===== config.mk =====
export PLATFORM = sky130hd
export DESIGN_NAME = coprocessor_vci_initiator
export DESIGN_NICKNAME = d
export VERILOG_FILES = /design/src/hdl/link_pkg.sv /design/src/hdl/coprocessor_vci_initiator.sv /design/src/hdl/word_store.sv
export SDC_FILE = /design/constraint.sdc
export NUM_CORES = 1
export LEC_CHECK = 0
export ABC_CLOCK_PERIOD_IN_PS = 7100
export BUFFER_PORTS_ARGS = -buffer_cell sky130_fd_sc_hd__buf_2
export CORE_MARGIN = 1
export CORE_UTILIZATION = 41
export DETAILED_ROUTE_END_ITERATION = 6
export PLACE_DENSITY_LB_ADDON = 0.15
export SLEW_MARGIN = 20
export SYNTH_ARGS = -nofsm -noshare
export SYNTH_HDL_FRONTEND = slang
export SYNTH_SLANG_ARGS = --single-unit

===== constraint.sdc =====
create_clock -name sys_clk -period 7.1 [get_ports sys_clk]
set_clock_uncertainty 0.1 [all_clocks]
set_input_delay 0.71 -clock sys_clk [delete_from_list [all_inputs] [get_ports sys_clk]]
set_output_delay 0.71 -clock sys_clk [all_outputs]
set_load 0.02 [all_outputs]

===== src/hdl/link_pkg.sv =====
// Purpose: shared constants for the coprocessor bus initiator
// Assumes: 16-bit coprocessor register port, 100 MHz sys_clk
// Notes: register indices are word indices on the plain port
package link_pkg;
    localparam int DATA_W = 16;
    localparam int ADDR_W = 3;
    localparam int FIFO_DEPTH = 8;
    localparam int PTR_W = 3;
    localparam int CNT_W = 4;
    localparam int TA_W = 6;
    localparam int PKT_W = 6;
    // register indices
    localparam logic [ADDR_W-1:0] IDX_CONTROL = 3'h0;
    localparam logic [ADDR_W-1:0] IDX_STATUS = 3'h1;
    localparam logic [ADDR_W-1:0] IDX_TARGET = 3'h2;
    localparam logic [ADDR_W-1:0] IDX_FIFO = 3'h3;
    // control fields
    localparam int CTL_EN_BIT = 0;
    localparam int CTL_BURST_BIT = 1;
    localparam int CTL_BYTE_BIT = 2;
    localparam int CTL_NP_LSB = 4;
    localparam int CTL_EP_LSB = 8;
    localparam logic [DATA_W-1:0] CONTROL_RESET = 16'h02f0;
    localparam logic [DATA_W-1:0] STATUS_RESET = 16'h0001;
    // status fields
    localparam int ST_EMPTY_BIT = 0;
    localparam int ST_FULL_BIT = 1;
    localparam int ST_BUSY_BIT = 2;
    localparam int ST_LAST_BIT = 3;
    // byte enables
    localparam logic [1:0] BE_WORD = 2'b11;
    localparam logic [1:0] BE_BYTE = 2'b01;
    localparam logic [1:0] CMD_READ = 2'b01;
    localparam logic [1:0] CMD_WRITE = 2'b10;
    localparam logic [PTR_W-1:0] PTR_LAST = 3'h7;
endpackage


===== src/hdl/coprocessor_vci_initiator.sv =====
// Purpose: bus initiator toward a basic VCI target for the coprocessor
// Assumes: target answers cmdval with cmdack handshake; single clock
// Notes: no error handling on the bus by design
//
// Local design decisions: the address-and-strobe port and the register offsets.
`timescale 1ns/1ps
module coprocessor_vci_initiator
    import link_pkg::*;
(
    input wire logic sys_clk, // 100 MHz clock
    input wire logic arst_n, // async reset, active low
    input wire logic [ADDR_W-1:0] reg_addr, // register index
    input wire logic [DATA_W-1:0] reg_wdata, // write data
    input wire logic reg_wr, // write strobe
    input wire logic reg_rd, // read strobe
    output logic [DATA_W-1:0] reg_rdata, // read data, next cycle
    output logic cpu_stall, // hold cpu while waiting
    input wire logic vec_load, // vector load into store
    input wire logic [DATA_W*FIFO_DEPTH-1:0] vec_in, // vector words in
    output logic [DATA_W*FIFO_DEPTH-1:0] vec_out, // vector words out
    output logic cmdval, // command valid
    input wire logic cmdack, // command accepted
    output logic [1:0] cmd, // read or write
    output logic [TA_W-1:0] address, // target address
    output logic [1:0] be, // byte enables
    output logic [DATA_W-1:0] wdata, // write word
    output logic eop, // last cell of message
    input wire logic rspval, // response valid
    output logic rspack, // response accepted
    input wire logic [DATA_W-1:0] rdata, // response word
    output logic [1:0] endpoint_sel // endpoint index field
);
    typedef enum logic [4:0] {
        ST_IDLE = 5'b00001,
        ST_CMD = 5'b00010,
        ST_RSP = 5'b00100,
        ST_DRAIN = 5'b01000,
        ST_FILL = 5'b10000
    } state_type;

    logic rst_meta, rst_n;
    state_type state_reg;
    logic en_reg, burst_reg, byte_reg;
    logic [CNT_W-1:0] np_reg;
    logic [1:0] ep_reg;
    logic [TA_W-1:0] target_reg;
    logic last_reg, busy_reg, wr_msg_reg;
    logic [PTR_W:0] count_reg; // words held in store
    logic [PTR_W-1:0] rd_ptr_reg, bus_ptr_reg;
    logic [PKT_W-1:0] pkt_reg;
    logic [DATA_W*FIFO_DEPTH-1:0] store_data;
    logic [DATA_W-1:0] hold_reg; // normal read result
    logic rd_pend_reg, hold_valid_reg, sent_reg; // stalled read, answer held, cell out
    logic st_wr, fifo_hit_wr, fifo_hit_rd, store_empty, store_full;
    logic [PTR_W-1:0] st_idx;
    logic [DATA_W-1:0] st_data;
    logic [PKT_W-1:0] pkt_total;

    // reset release through two flops
    always_ff @(posedge sys_clk or negedge arst_n) begin
        if (!arst_n) begin
            rst_meta <= 1'b0;
            rst_n <= 1'b0;
        end else begin
            rst_meta <= 1'b1;
            rst_n <= rst_meta;
        end
    end

    assign fifo_hit_wr = reg_wr && reg_addr == IDX_FIFO && en_reg;
    assign fifo_hit_rd = reg_rd && reg_addr == IDX_FIFO && en_reg;
    assign store_empty = count_reg == '0;
    assign store_full = count_reg == (PTR_W+1)'(FIFO_DEPTH);
    assign pkt_total = PKT_W'({np_reg, 1'b0}) + PKT_W'(2);

    // control register; fields other than enable and endpoint frozen while on
    always_ff @(posedge sys_clk or negedge rst_n) begin
        if (!rst_n) begin
            en_reg <= CONTROL_RESET[CTL_EN_BIT];
            burst_reg <= CONTROL_RESET[CTL_BURST_BIT];
            byte_reg <= CONTROL_RESET[CTL_BYTE_BIT];
            np_reg <= CONTROL_RESET[CTL_NP_LSB +: CNT_W];
            ep_reg <= CONTROL_RESET[CTL_EP_LSB +: 2];
        end else if (reg_wr && reg_addr == IDX_CONTROL) begin
            en_reg <= reg_wdata[CTL_EN_BIT];
            ep_reg <= reg_wdata[CTL_EP_LSB +: 2];
            if (!en_reg) begin
                burst_reg <= reg_wdata[CTL_BURST_BIT];
                byte_reg <= reg_wdata[CTL_BYTE_BIT];
                np_reg <= reg_wdata[CTL_NP_LSB +: CNT_W];
            end
        end
    end

    // target address, written only when no transfer active
    always_ff @(posedge sys_clk or negedge rst_n) begin
        if (!rst_n) begin
            target_reg <= '0;
        end else if (reg_wr && reg_addr == IDX_TARGET && !busy_reg) begin
            target_reg <= reg_wdata[TA_W-1:0];
        end
    end

    // last word flag: set wins over write-one clear
    always_ff @(posedge sys_clk or negedge rst_n) begin
        if (!rst_n) begin
            last_reg <= 1'b0;
        end else if (burst_reg && !wr_msg_reg && fifo_hit_rd && !cpu_stall &&
                     rd_ptr_reg == PTR_LAST && pkt_reg == pkt_total) begin
            last_reg <= 1'b1;
        end else if (reg_wr && reg_addr == IDX_STATUS && reg_wdata[ST_LAST_BIT]) begin
            last_reg <= 1'b0;
        end
    end

    // store write port: cpu words or bus answers
    always_comb begin
        st_wr = 1'b0;
        st_idx = count_reg[PTR_W-1:0];
        st_data = reg_wdata;
        if (rspval && ((state_reg == ST_RSP && rd_pend_reg) ||
                       (state_reg == ST_FILL && sent_reg))) begin
            st_wr = 1'b1;
            st_idx = bus_ptr_reg;
            st_data = rdata;
        end else if (fifo_hit_wr && (burst_reg ? !store_full : store_empty)) begin
            st_wr = 1'b1;
        end
    end

    word_store u_store (
        .sys_clk(sys_clk),
        .rst_n(rst_n),
        .wr_en(st_wr),
        .wr_idx(st_idx),
        .wr_data(st_data),
        .vec_en(vec_load && en_reg && store_empty),
        .vec_data(vec_in),
        .all_data(store_data)
    );
    assign vec_out = store_data;

    // stall: normal read waiting, or burst read with store not refilled
    assign cpu_stall = (rd_pend_reg && state_reg != ST_IDLE) ||
                       (fifo_hit_rd && burst_reg && store_empty);

    // sequencer; the block only ever issues commands
    always_ff @(posedge sys_clk or negedge rst_n) begin
        if (!rst_n) begin
            state_reg <= ST_IDLE;
            count_reg <= '0;
            rd_ptr_reg <= '0;
            bus_ptr_reg <= '0;
            pkt_reg <= '0;
            busy_reg <= 1'b0;
            wr_msg_reg <= 1'b0;
            rd_pend_reg <= 1'b0;
            hold_reg <= '0;
            hold_valid_reg <= 1'b0;
            sent_reg <= 1'b0;
        end else if (!en_reg) begin
            state_reg <= ST_IDLE; // disabling cuts any message
            count_reg <= '0;
            rd_ptr_reg <= '0;
            pkt_reg <= '0;
            busy_reg <= 1'b0;
            rd_pend_reg <= 1'b0;
            hold_valid_reg <= 1'b0;
            sent_reg <= 1'b0;
        end else begin
            case (state_reg)
                ST_IDLE: begin
                    if (st_wr) begin
                        count_reg <= count_reg + (PTR_W+1)'(1);
                        wr_msg_reg <= 1'b1;
                        busy_reg <= 1'b1;
                        if (!burst_reg) begin
                            state_reg <= ST_CMD;
                            bus_ptr_reg <= '0;
                        end else if (count_reg == (PTR_W+1)'(FIFO_DEPTH - 1)) begin
                            state_reg <= ST_DRAIN;
                            bus_ptr_reg <= '0;
                        end
                    end else if (fifo_hit_rd) begin
                        if (!burst_reg && hold_valid_reg) begin
                            hold_valid_reg <= 1'b0; // reissued read takes the answer
                        end else if (!burst_reg) begin
                            rd_pend_reg <= 1'b1;
                            wr_msg_reg <= 1'b0;
                            busy_reg <= 1'b1;
                            bus_ptr_reg <= '0;
                            state_reg <= ST_CMD;
                        end else if (store_empty && pkt_reg != pkt_total) begin
                            wr_msg_reg <= 1'b0;
                            busy_reg <= 1'b1;
                            rd_pend_reg <= 1'b1;
                            bus_ptr_reg <= '0;
                            state_reg <= ST_FILL;
                        end else if (!store_empty) begin
                            rd_ptr_reg <= rd_ptr_reg + PTR_W'(1);
                            count_reg <= count_reg - (PTR_W+1)'(1);
                        end
                    end
                end
                ST_CMD: begin
                    if (cmdack) begin
                        state_reg <= ST_RSP;
                    end
                end
                ST_RSP: begin
                    if (rspval) begin
                        state_reg <= ST_IDLE;
                        busy_reg <= 1'b0;
                        count_reg <= '0;
                        if (rd_pend_reg) begin
                            hold_reg <= rdata;
                            rd_pend_reg <= 1'b0;
                            hold_valid_reg <= 1'b1;
                        end
                    end
                end
                ST_DRAIN, ST_FILL: begin
                    if (!sent_reg && cmdack) begin
                        sent_reg <= 1'b1; // cell taken, await its answer
                    end else if (sent_reg && rspval) begin
                        sent_reg <= 1'b0;
                        bus_ptr_reg <= bus_ptr_reg + PTR_W'(1);
                        if (bus_ptr_reg == PTR_LAST) begin
                            state_reg <= ST_IDLE;
                            rd_pend_reg <= 1'b0;
                            if (state_reg == ST_FILL) begin
                                count_reg <= (PTR_W+1)'(FIFO_DEPTH);
                                rd_ptr_reg <= '0;
                                pkt_reg <= pkt_pkt_next(pkt_reg);
                                busy_reg <= pkt_reg + PKT_W'(1) != pkt_total;
                            end else begin
                                count_reg <= '0;
                                busy_reg <= 1'b0;
                            end
                        end
                    end
                end
                default: state_reg <= ST_IDLE;
            endcase
        end
    end

    function automatic logic [PKT_W-1:0] pkt_pkt_next(input logic [PKT_W-1:0] p);
        pkt_pkt_next = p + PKT_W'(1);
    endfunction

    // bus command side
    // one cell in flight: command until taken, then wait for its answer
    assign cmdval = state_reg == ST_CMD ||
                    ((state_reg == ST_DRAIN || state_reg == ST_FILL) && !sent_reg);
    assign cmd = wr_msg_reg ? CMD_WRITE : CMD_READ;
    assign address = target_reg;
    assign be = byte_reg ? BE_BYTE : BE_WORD;
    assign wdata = store_data[bus_ptr_reg*DATA_W +: DATA_W];
    assign eop = state_reg == ST_CMD || bus_ptr_reg == PTR_LAST;
    assign rspack = state_reg == ST_RSP ||
                    ((state_reg == ST_DRAIN || state_reg == ST_FILL) && sent_reg);
    assign endpoint_sel = ep_reg;

    // read data, one cycle after the strobe
    always_ff @(posedge sys_clk or negedge rst_n) begin
        if (!rst_n) begin
            reg_rdata <= '0;
        end else if (reg_rd) begin
            case (reg_addr)
                IDX_CONTROL: reg_rdata <= {6'h00, ep_reg, np_reg, 1'b0, byte_reg,
                                           burst_reg, en_reg};
                IDX_STATUS: reg_rdata <= {12'h000, last_reg, busy_reg,
                                          store_full, store_empty};
                IDX_TARGET: reg_rdata <= {10'h000, target_reg};
                IDX_FIFO: reg_rdata <= burst_reg ?
                          store_data[rd_ptr_reg*DATA_W +: DATA_W] : hold_reg;
                default: reg_rdata <= '0;
            endcase
        end
    end
endmodule // coprocessor_vci_initiator


===== src/hdl/word_store.sv =====
// Purpose: eight-word flip-flop store shared by transmit and receive
// Assumes: one writer port, whole-array read out
// Notes: vector load fills all entries in one cycle
`timescale 1ns/1ps
module word_store
    import link_pkg::*;
(
    input wire logic sys_clk, // clock
    input wire logic rst_n, // synced reset
    input wire logic wr_en, // single word write
    input wire logic [PTR_W-1:0] wr_idx, // word index
    input wire logic [DATA_W-1:0] wr_data, // word
    input wire logic vec_en, // whole store write
    input wire logic [DATA_W*FIFO_DEPTH-1:0] vec_data, // all words
    output logic [DATA_W*FIFO_DEPTH-1:0] all_data // all words
);
    // one entry per word; vector write takes priority
    for (genvar i = 0; i < FIFO_DEPTH; i++) begin : g_word
        always_ff @(posedge sys_clk or negedge rst_n) begin
            if (!rst_n) begin
                all_data[i*DATA_W +: DATA_W] <= '0;
            end else if (vec_en) begin
                all_data[i*DATA_W +: DATA_W] <= vec_data[i*DATA_W +: DATA_W];
            end else if (wr_en && wr_idx == PTR_W'(i)) begin
                all_data[i*DATA_W +: DATA_W] <= wr_data;
            end
        end
    end
endmodule // word_store


==> results of run 1 <==
critical path, cell delays in order, from the launching register on:
cell and delay (ns):
dfrtp_1 0.47, nor4_1 0.87, buf_4 0.29, nand3_4 0.69
buf_4 0.69, nand2_1 0.40, o211ai_1 0.15
cells in the mapped netlist, drive strengths merged, types with 6 or more instances:
| cell | instances | share of area |
|---|---|---|
| a211oi | 10 | 0.0061 |
| o21ai | 27 | 0.011 |
| a21oi | 26 | 0.011 |
| o22ai | 13 | 0.0066 |
| mux2 | 64 | 0.059 |
| dfrtp | 198 | 0.41 |
| ha | 8 | 0.0082 |
| o211ai | 133 | 0.082 |
| xnor2 | 10 | 0.0072 |
| or3 | 6 | 0.0035 |
| nor3 | 15 | 0.0061 |
| and3 | 6 | 0.0031 |
| buf | 52 | 0.023 |
| nor2 | 36 | 0.012 |
| mux4 | 64 | 0.12 |
| nand3 | 147 | 0.060 |
| clkbuf | 56 | 0.017 |
| nor2b | 7 | 0.0036 |
| nand2 | 193 | 0.062 |
| dfstp | 6 | 0.013 |
| inv | 19 | 0.0058 |
| mux2i | 22 | 0.018 |
| or4 | 6 | 0.0043 |
layer usage:
layer	share of wire	vias to the layer above	global-route usage
li1	-	5088	-
met1	0.45	5699	0.452
met2	0.44	541	0.433
met3	0.082	68	0.0487
met4	0.026	0	0.0833
met5	0	-	0
logic make-up (layout without fill, tap and decap cells):
logic type / count (synthesis) / in the layout / synth area share
simple gates: 449 / 449 / 0.176
compound gates: 248 / 248 / 0.144
flops: 204 / 204 / 0.418
mux: 150 / 150 / 0.195
buf+inv: 128 / 429 / 0.0466
xor+xnor: 15 / 15 / 0.0107
fa+ha+maj: 9 / 9 / 0.00982
other cells: 1 / 10 / 0.000307
how the worst max path moves through the flow:
stage,start,endpoint,slack [ns],cells after the start
floorplan,rst_n$_DFF_PN0_,address[0]$_DFFE_PN0P_,0.90,0
global placement,count_reg[1]$_DFFE_PN0P_,u_store.all_data[2]$_DFFE_PN0P_,3.41,6
detailed placement,count_reg[1]$_DFFE_PN0P_,u_store.all_data[2]$_DFFE_PN0P_,3.32,6
CTS,count_reg[1]$_DFFE_PN0P_,u_store.all_data[1]$_DFFE_PN0P_,3.29,6
global route,count_reg[1]$_DFFE_PN0P_,u_store.all_data[113]$_DFFE_PN0P_,2.96,6
finish,count_reg[1]$_DFFE_PN0P_,u_store.all_data[114]$_DFFE_PN0P_,3.26,6
layout make-up:
type / count / area [µm²]
flip-flops and latches: 204 / 5120
multi-input cells: 873 / 6630
clock buffers: 43 / 743
inverters: 20 / 80.1
repair buffers: 363 / 1890
clock inverters: 3 / 32.5
well taps: 384 / 480
fillers: 2719 / 14000
diodes: 8 / 20.0
stage by stage:
| step | power, mW | utilization | instances | hold slack (ns) |
|---|---|---|---|---|
| after floorplan | 3.79 | - | 1205 | 0.231 |
| after global routing | 6.43 | 0.517 | 1895 | 0.257 |
| after CTS | 6.10 | 0.515 | 1889 | 0.256 |
| after global placement | 4.80 | 0.488 | 1842 | 0.238 |
| after detailed placement | 4.86 | 0.488 | 1842 | 0.241 |
| final | 6.10 | 0.517 | 1898 | 0.224 |
cells in the final DEF (no fill, tap or decap), types with 7 or more instances in the layout:
| cell | count |
|---|---|
| a21oi_1 | 24 |
| nor3_1 | 15 |
| mux2_2 | 53 |
| buf_2 | 344 |
| mux2i_1 | 21 |
| dfrtp_1 | 194 |
| clkbuf_1 | 13 |
| a211oi_1 | 10 |
| nor2b_1 | 7 |
| mux4_2 | 64 |
| mux2_1 | 11 |
| clkbuf_16 | 25 |
| o211ai_1 | 133 |
| diode_2 | 8 |
| o22ai_1 | 13 |
| nand2_1 | 182 |
| xnor2_1 | 10 |
| ha_1 | 8 |
| nand2_2 | 10 |
| buf_4 | 16 |
| nor2_1 | 33 |
| nand3_1 | 146 |
| inv_1 | 19 |
| o21ai_0 | 24 |
power breakdown:
part / total (mW) / internal [mW] / switching (mW)
clock network: 1.23 / 0.710 / 0.520
registers: 2.09 / 1.57 / 0.525
logic: 2.77 / 1.15 / 1.63
total: 6.10 / 3.42 / 2.67
==> results.json, run 1 <==
{
  "cts_setup_buffers": 0,
  "cell_area_after_placement_um2": 14200,
  "drive_above_1_share": 0.369,
  "p_leak_nw": 6.68,
  "postCtsHoldBufs": 1,
  "timing.critical_path.required_ns": 7.42,
  "sequential_area_share_after_synthesis": 0.418,
  "flip_flop_count_of_the_largest_register_after_layout": 128,
  "outcome": "complete, no violations",
  "post_dp_hpwl_mm": 32.9,
  "area_delta_synth_final_pct": 22.6,
  "timing.hold.worst.class": "flip-flop to async pin",
  "initial_utilization": 0.422,
  "post_synth_inst_count": 1204,
  "vias_in_the_first_global_route": 10900,
  "drc_errors": 0,
  "power-per-cell-area_nw_per_um2": 406,
  "worst_setup_path_end_kind": "flip-flop",
  "final_max_slew_viol_count": 0,
  "avgSynthCellArea_um2": 10.2,
  "first_pass_grt_wire_length_mm": 68.8,
  "cts_root_buffer": "clkbuf_16",
  "port_buffers": 344,
  "drtIter0Drc": 1040,
  "grt_start_max_net_pins": 77,
  "cts_buf_count": 25,
  "totalNegativeSetupSlack_ns": 0,
  "layout.cell_area.non_filler_um2": 15000,
  "layout_min_cycle_time_ns": 3.84,
  "slew_headroom": 0.255,
  "critical_path_peak_fanout": 74,
  "clock_path_buffers": 3,
  "detail_route.wirelength_mm": 45.3,
  "detail_route.wl_per_cell_um": 23.9,
  "synth_cell_types": 78,
  "pre_cts_slack_ns": 3.32,
  "grtUsageTotal": 0.297,
  "category_of_the_worst_setup_path_launch_point": "flip-flop",
  "final_antenna_net_count": 0,
  "timing.final.crit_share": 0.541,
  "aggregate_global_routing_overflow": 0,
  "cts_htree_levels": 1,
  "die_wd_um": 175,
  "timing.fmax_mhz": 260,
  "clk-insertion-delay-late_ns": 0.55,
  "kind_of_critical_path": "flip-flop to flip-flop",
  "measured_slew_at_the_worst_slew_check_pin_ns": 1.11,
  "reg2reg_slack_ns": 3.26,
  "detailroute.via_count": 11400,
  "yosysWarnings": 0,
  "worst_reg2reg_endpoint": "u_store.all_data[114]$_DFFE_PN0P_",
  "rows": 62,
  "signal_arrival_time_at_the_worst_endpoint_ns": 4.16,
  "fp.dieArea_um2": 30500,
  "setup-violations-final": 0,
  "synth_edf_count": 0,
  "netlist_area_before_placement_um2": 12200,
  "ios": 346,
  "cts.clk_slew.worst_paths_ns": 0.06,
  "max_cap_violations": 0,
  "detail_route.first_pass.iterations": 5,
  "postSynthRegisterBits": 204,
  "core_um2": 29000,
  "hold_viol": 0,
  "num-nets-final": 1666,
  "fp.dieH_um": 175,
  "peakVddDrop_mv": 0.229,
  "globalplace.congestion": 0.903,
  "worst_slack_ns": 3.26,
  "antenna_found_initial": 8,
  "rsz0062_at_grt": "no",
  "viasPerCell": 6.00,
  "reg2reg_from": "count_reg[1]$_DFFE_PN0P_",
  "asyncSetResetFlopFracSynth": 1.00,
  "cts_tree": "yes",
  "clock-sinks": 204,
  "timing.reg2reg.worst_path_depth": 6,
  "cts_resized": 0,
  "postSynth.topFlopCell": "dfrtp_1"
}
Power figures use the tool's default switching activity.
==> inputs of run 2 (changes only) <==
Settings changed: ABC_CLOCK_PERIOD_IN_PS 7100 to 3100.
Clock period 7.1 ns to 3.1 ns, I/O delays scaled along.
==> results.json, run 2 (synthesis gave the netlist of run 1 again) <==
{
  "grt_start_max_net_pins": 90,
  "grtUsageTotal": 0.312,
  "critical_path_peak_fanout": 9,
  "critPathSlowestCell": "dfrtp_1",
  "number_of_cells_after_detailed_placement": 1869,
  "worst_path_largest_cell_delay_ns": 0.46,
  "most_common_library_cell_in_the_layout_ignoring_fill_and_taps": "buf_2",
  "port_buffers": 344,
  "fin_cells": 2076,
  "detail_route.wl_per_cell_um": 23.2,
  "kind_of_critical_path": "flip-flop to flip-flop",
  "measured_slew_at_the_worst_slew_check_pin_ns": 1.01,
  "cts.clk_slew.worst_paths_ns": 0.06,
  "final_util": 0.583,
  "worst_path_dominant_cell_family": "simple AND/OR/NAND/NOR gates",
  "drive_above_1_share": 0.349,
  "fin_worst_hold_slack_ns": 0.0570,
  "rows": 62,
  "layout_min_cycle_time_ns": 2.92,
  "timing.critical_path.required_ns": 3.42,
  "fp.dieH_um": 175,
  "worstPathCellList": "or3b_4, or4_4, nand2_4, nor2_4, ha_1, a21o_1, a21oi_1, xnor2_1, o21ba_1, o22a_1",
  "globalplace.congestion": 0.911,
  "cts_buf_count": 26,
  "power.net_switching_mw": 6.24,
  "clock-sinks": 204,
  "ios": 346,
  "timing.fmax_mhz": 343,
  "rsz0062_at_grt": "no",
  "max_cap_violations": 0,
  "outcome": "complete, no violations",
  "power_share_of_the_sequential_group": 0.320,
  "cts_resized": 0,
  "hold_viol": 0,
  "slew_headroom": 0.328,
  "vias_in_the_first_global_route": 12000,
  "drtIter0Drc": 1083,
  "aggregate_global_routing_overflow": 0,
  "clock_path_buffers": 3,
  "die_wd_um": 175,
  "power.share.clock": 0.215,
  "p_leak_nw": 7.55,
  "antenna_found_initial": 1,
  "area_delta_synth_final_pct": 38.3,
  "detail_route.first_pass.iterations": 5,
  "signal_arrival_time_at_the_worst_endpoint_ns": 3.24,
  "layout.cell_area.non_filler_um2": 16900,
  "power-per-cell-area_nw_per_um2": 861,
  "combPwrFrac": 0.465,
  "postCtsHoldBufs": 159,
  "first_pass_grt_wire_length_mm": 73.0,
  "cts_root_buffer": "clkbuf_16",
  "setup-violations-final": 0,
  "cts_tree": "yes",
  "totalNegativeSetupSlack_ns": 0,
  "timing.final.crit_share": 0.941,
  "viasPerCell": 5.83,
  "fp.dieArea_um2": 30500,
  "detail_route.wirelength_mm": 48.1,
  "cp_num_buf_inv": 0,
  "cts_setup_buffers": 0,
  "initial_utilization": 0.422,
  "power.switching_fraction": 0.428,
  "cell_area_after_placement_um2": 14400,
  "clk-insertion-delay-late_ns": 0.53,
  "post_dp_hpwl_mm": 33.7,
  "timing.hold.worst.class": "input port to flip-flop",
  "final_max_slew_viol_count": 0,
  "core_um2": 29000,
  "num-nets-final": 1851,
  "drc_errors": 0,
  "peakVddDrop_mv": 0.559,
  "final_cell_mix": "buf_2 (344), dfrtp_1 (194), nand2_1 (182), dlygate4sd3_1 (159), nand3_1 (146)",
  "final_antenna_net_count": 0,
  "detailroute.via_count": 12100,
  "cts_htree_levels": 1,
  "category_of_the_worst_setup_path_launch_point": "flip-flop",
  "worst_setup_path_end_kind": "flip-flop",
  "flip_flop_count_of_the_largest_register_after_layout": 128,
  "p_int_mw": 8.33
}
-- run 2: path summary, 6_finish.rpt --
check,startpoint,endpoint,slack (ns),cells after the start
max reg2reg,state_reg[1]$_DFFE_PN0P_,count_reg[3]$_DFFE_PN0P_,0.18,10
max,state_reg[1]$_DFFE_PN0P_,count_reg[3]$_DFFE_PN0P_,0.18,10
min in group asynchronous,rst_n$_DFF_PN0_,u_store.all_data[30]$_DFFE_PN0P_,0.25,1
min reg2reg,rst_n$_DFF_PN0_,u_store.all_data[30]$_DFFE_PN0P_,0.25,1
min,reg_addr[2],last_reg$_DFFE_PN0P_,0.06,3
max in group asynchronous,rst_n$_DFF_PN0_,reg_rdata[1]$_DFFE_PN0P_,2.07,1
-- run 2: power groups by stage --
| stage | Clock (mW) | Sequential [mW] | Combinational [mW] |
|---|---|---|---|
| after floorplan | 0 | 5.34 | 3.35 |
| after global placement | 0 | 4.63 | 6.48 |
| after detailed placement | 0 | 4.66 | 6.54 |
| after CTS | 3.17 | 4.63 | 6.72 |
| after global routing | 3.27 | 4.81 | 7.21 |
| final | 3.13 | 4.67 | 6.77 |
-- run 2: worst register-to-register path, stage by stage, from the launching register on --
cell     delay, ns
dfrtp_1       0.46
or3b_4        0.46
or4_4         0.45
nand2_4       0.17
nor2_4        0.08
ha_1          0.28
a21o_1        0.18
a21oi_1       0.17
xnor2_1       0.10
o21ba_1       0.18
o22a_1        0.19
-- run 2: layout make-up --
| type | count | area (µm²) |
|---|---|---|
| antenna | 1 | 2.50 |
| clock buffer | 39 | 791 |
| timing repair buffer | 547 | 3730 |
| tap | 384 | 480 |
| clock inverter | 8 | 93.8 |
| sequential | 204 | 5120 |
| multi-input combinational | 873 | 6630 |
| inverter | 20 | 80.1 |
| fill | 2550 | 12100 |
-- run 2: through the flow --
| stage | total power [mW] | setup WS (ns) |
|---|---|---|
| floorplan | 8.69 | 0.357 |
| global placement | 11.1 | 0.215 |
| detailed placement | 11.2 | 0.215 |
| CTS | 14.5 | 0.193 |
| global route | 15.3 | 0.0632 |
| finish | 14.6 | 0.182 |
-- run 2: metal layers --
metal  vias up  routed length, µm  global-route usage
met2       622              21800               0.481
met5         -                  0                   0
li1       5454                  -                   -
met4         0               1670               0.104
met1      5939              20900               0.449
met3        91               3680              0.0485
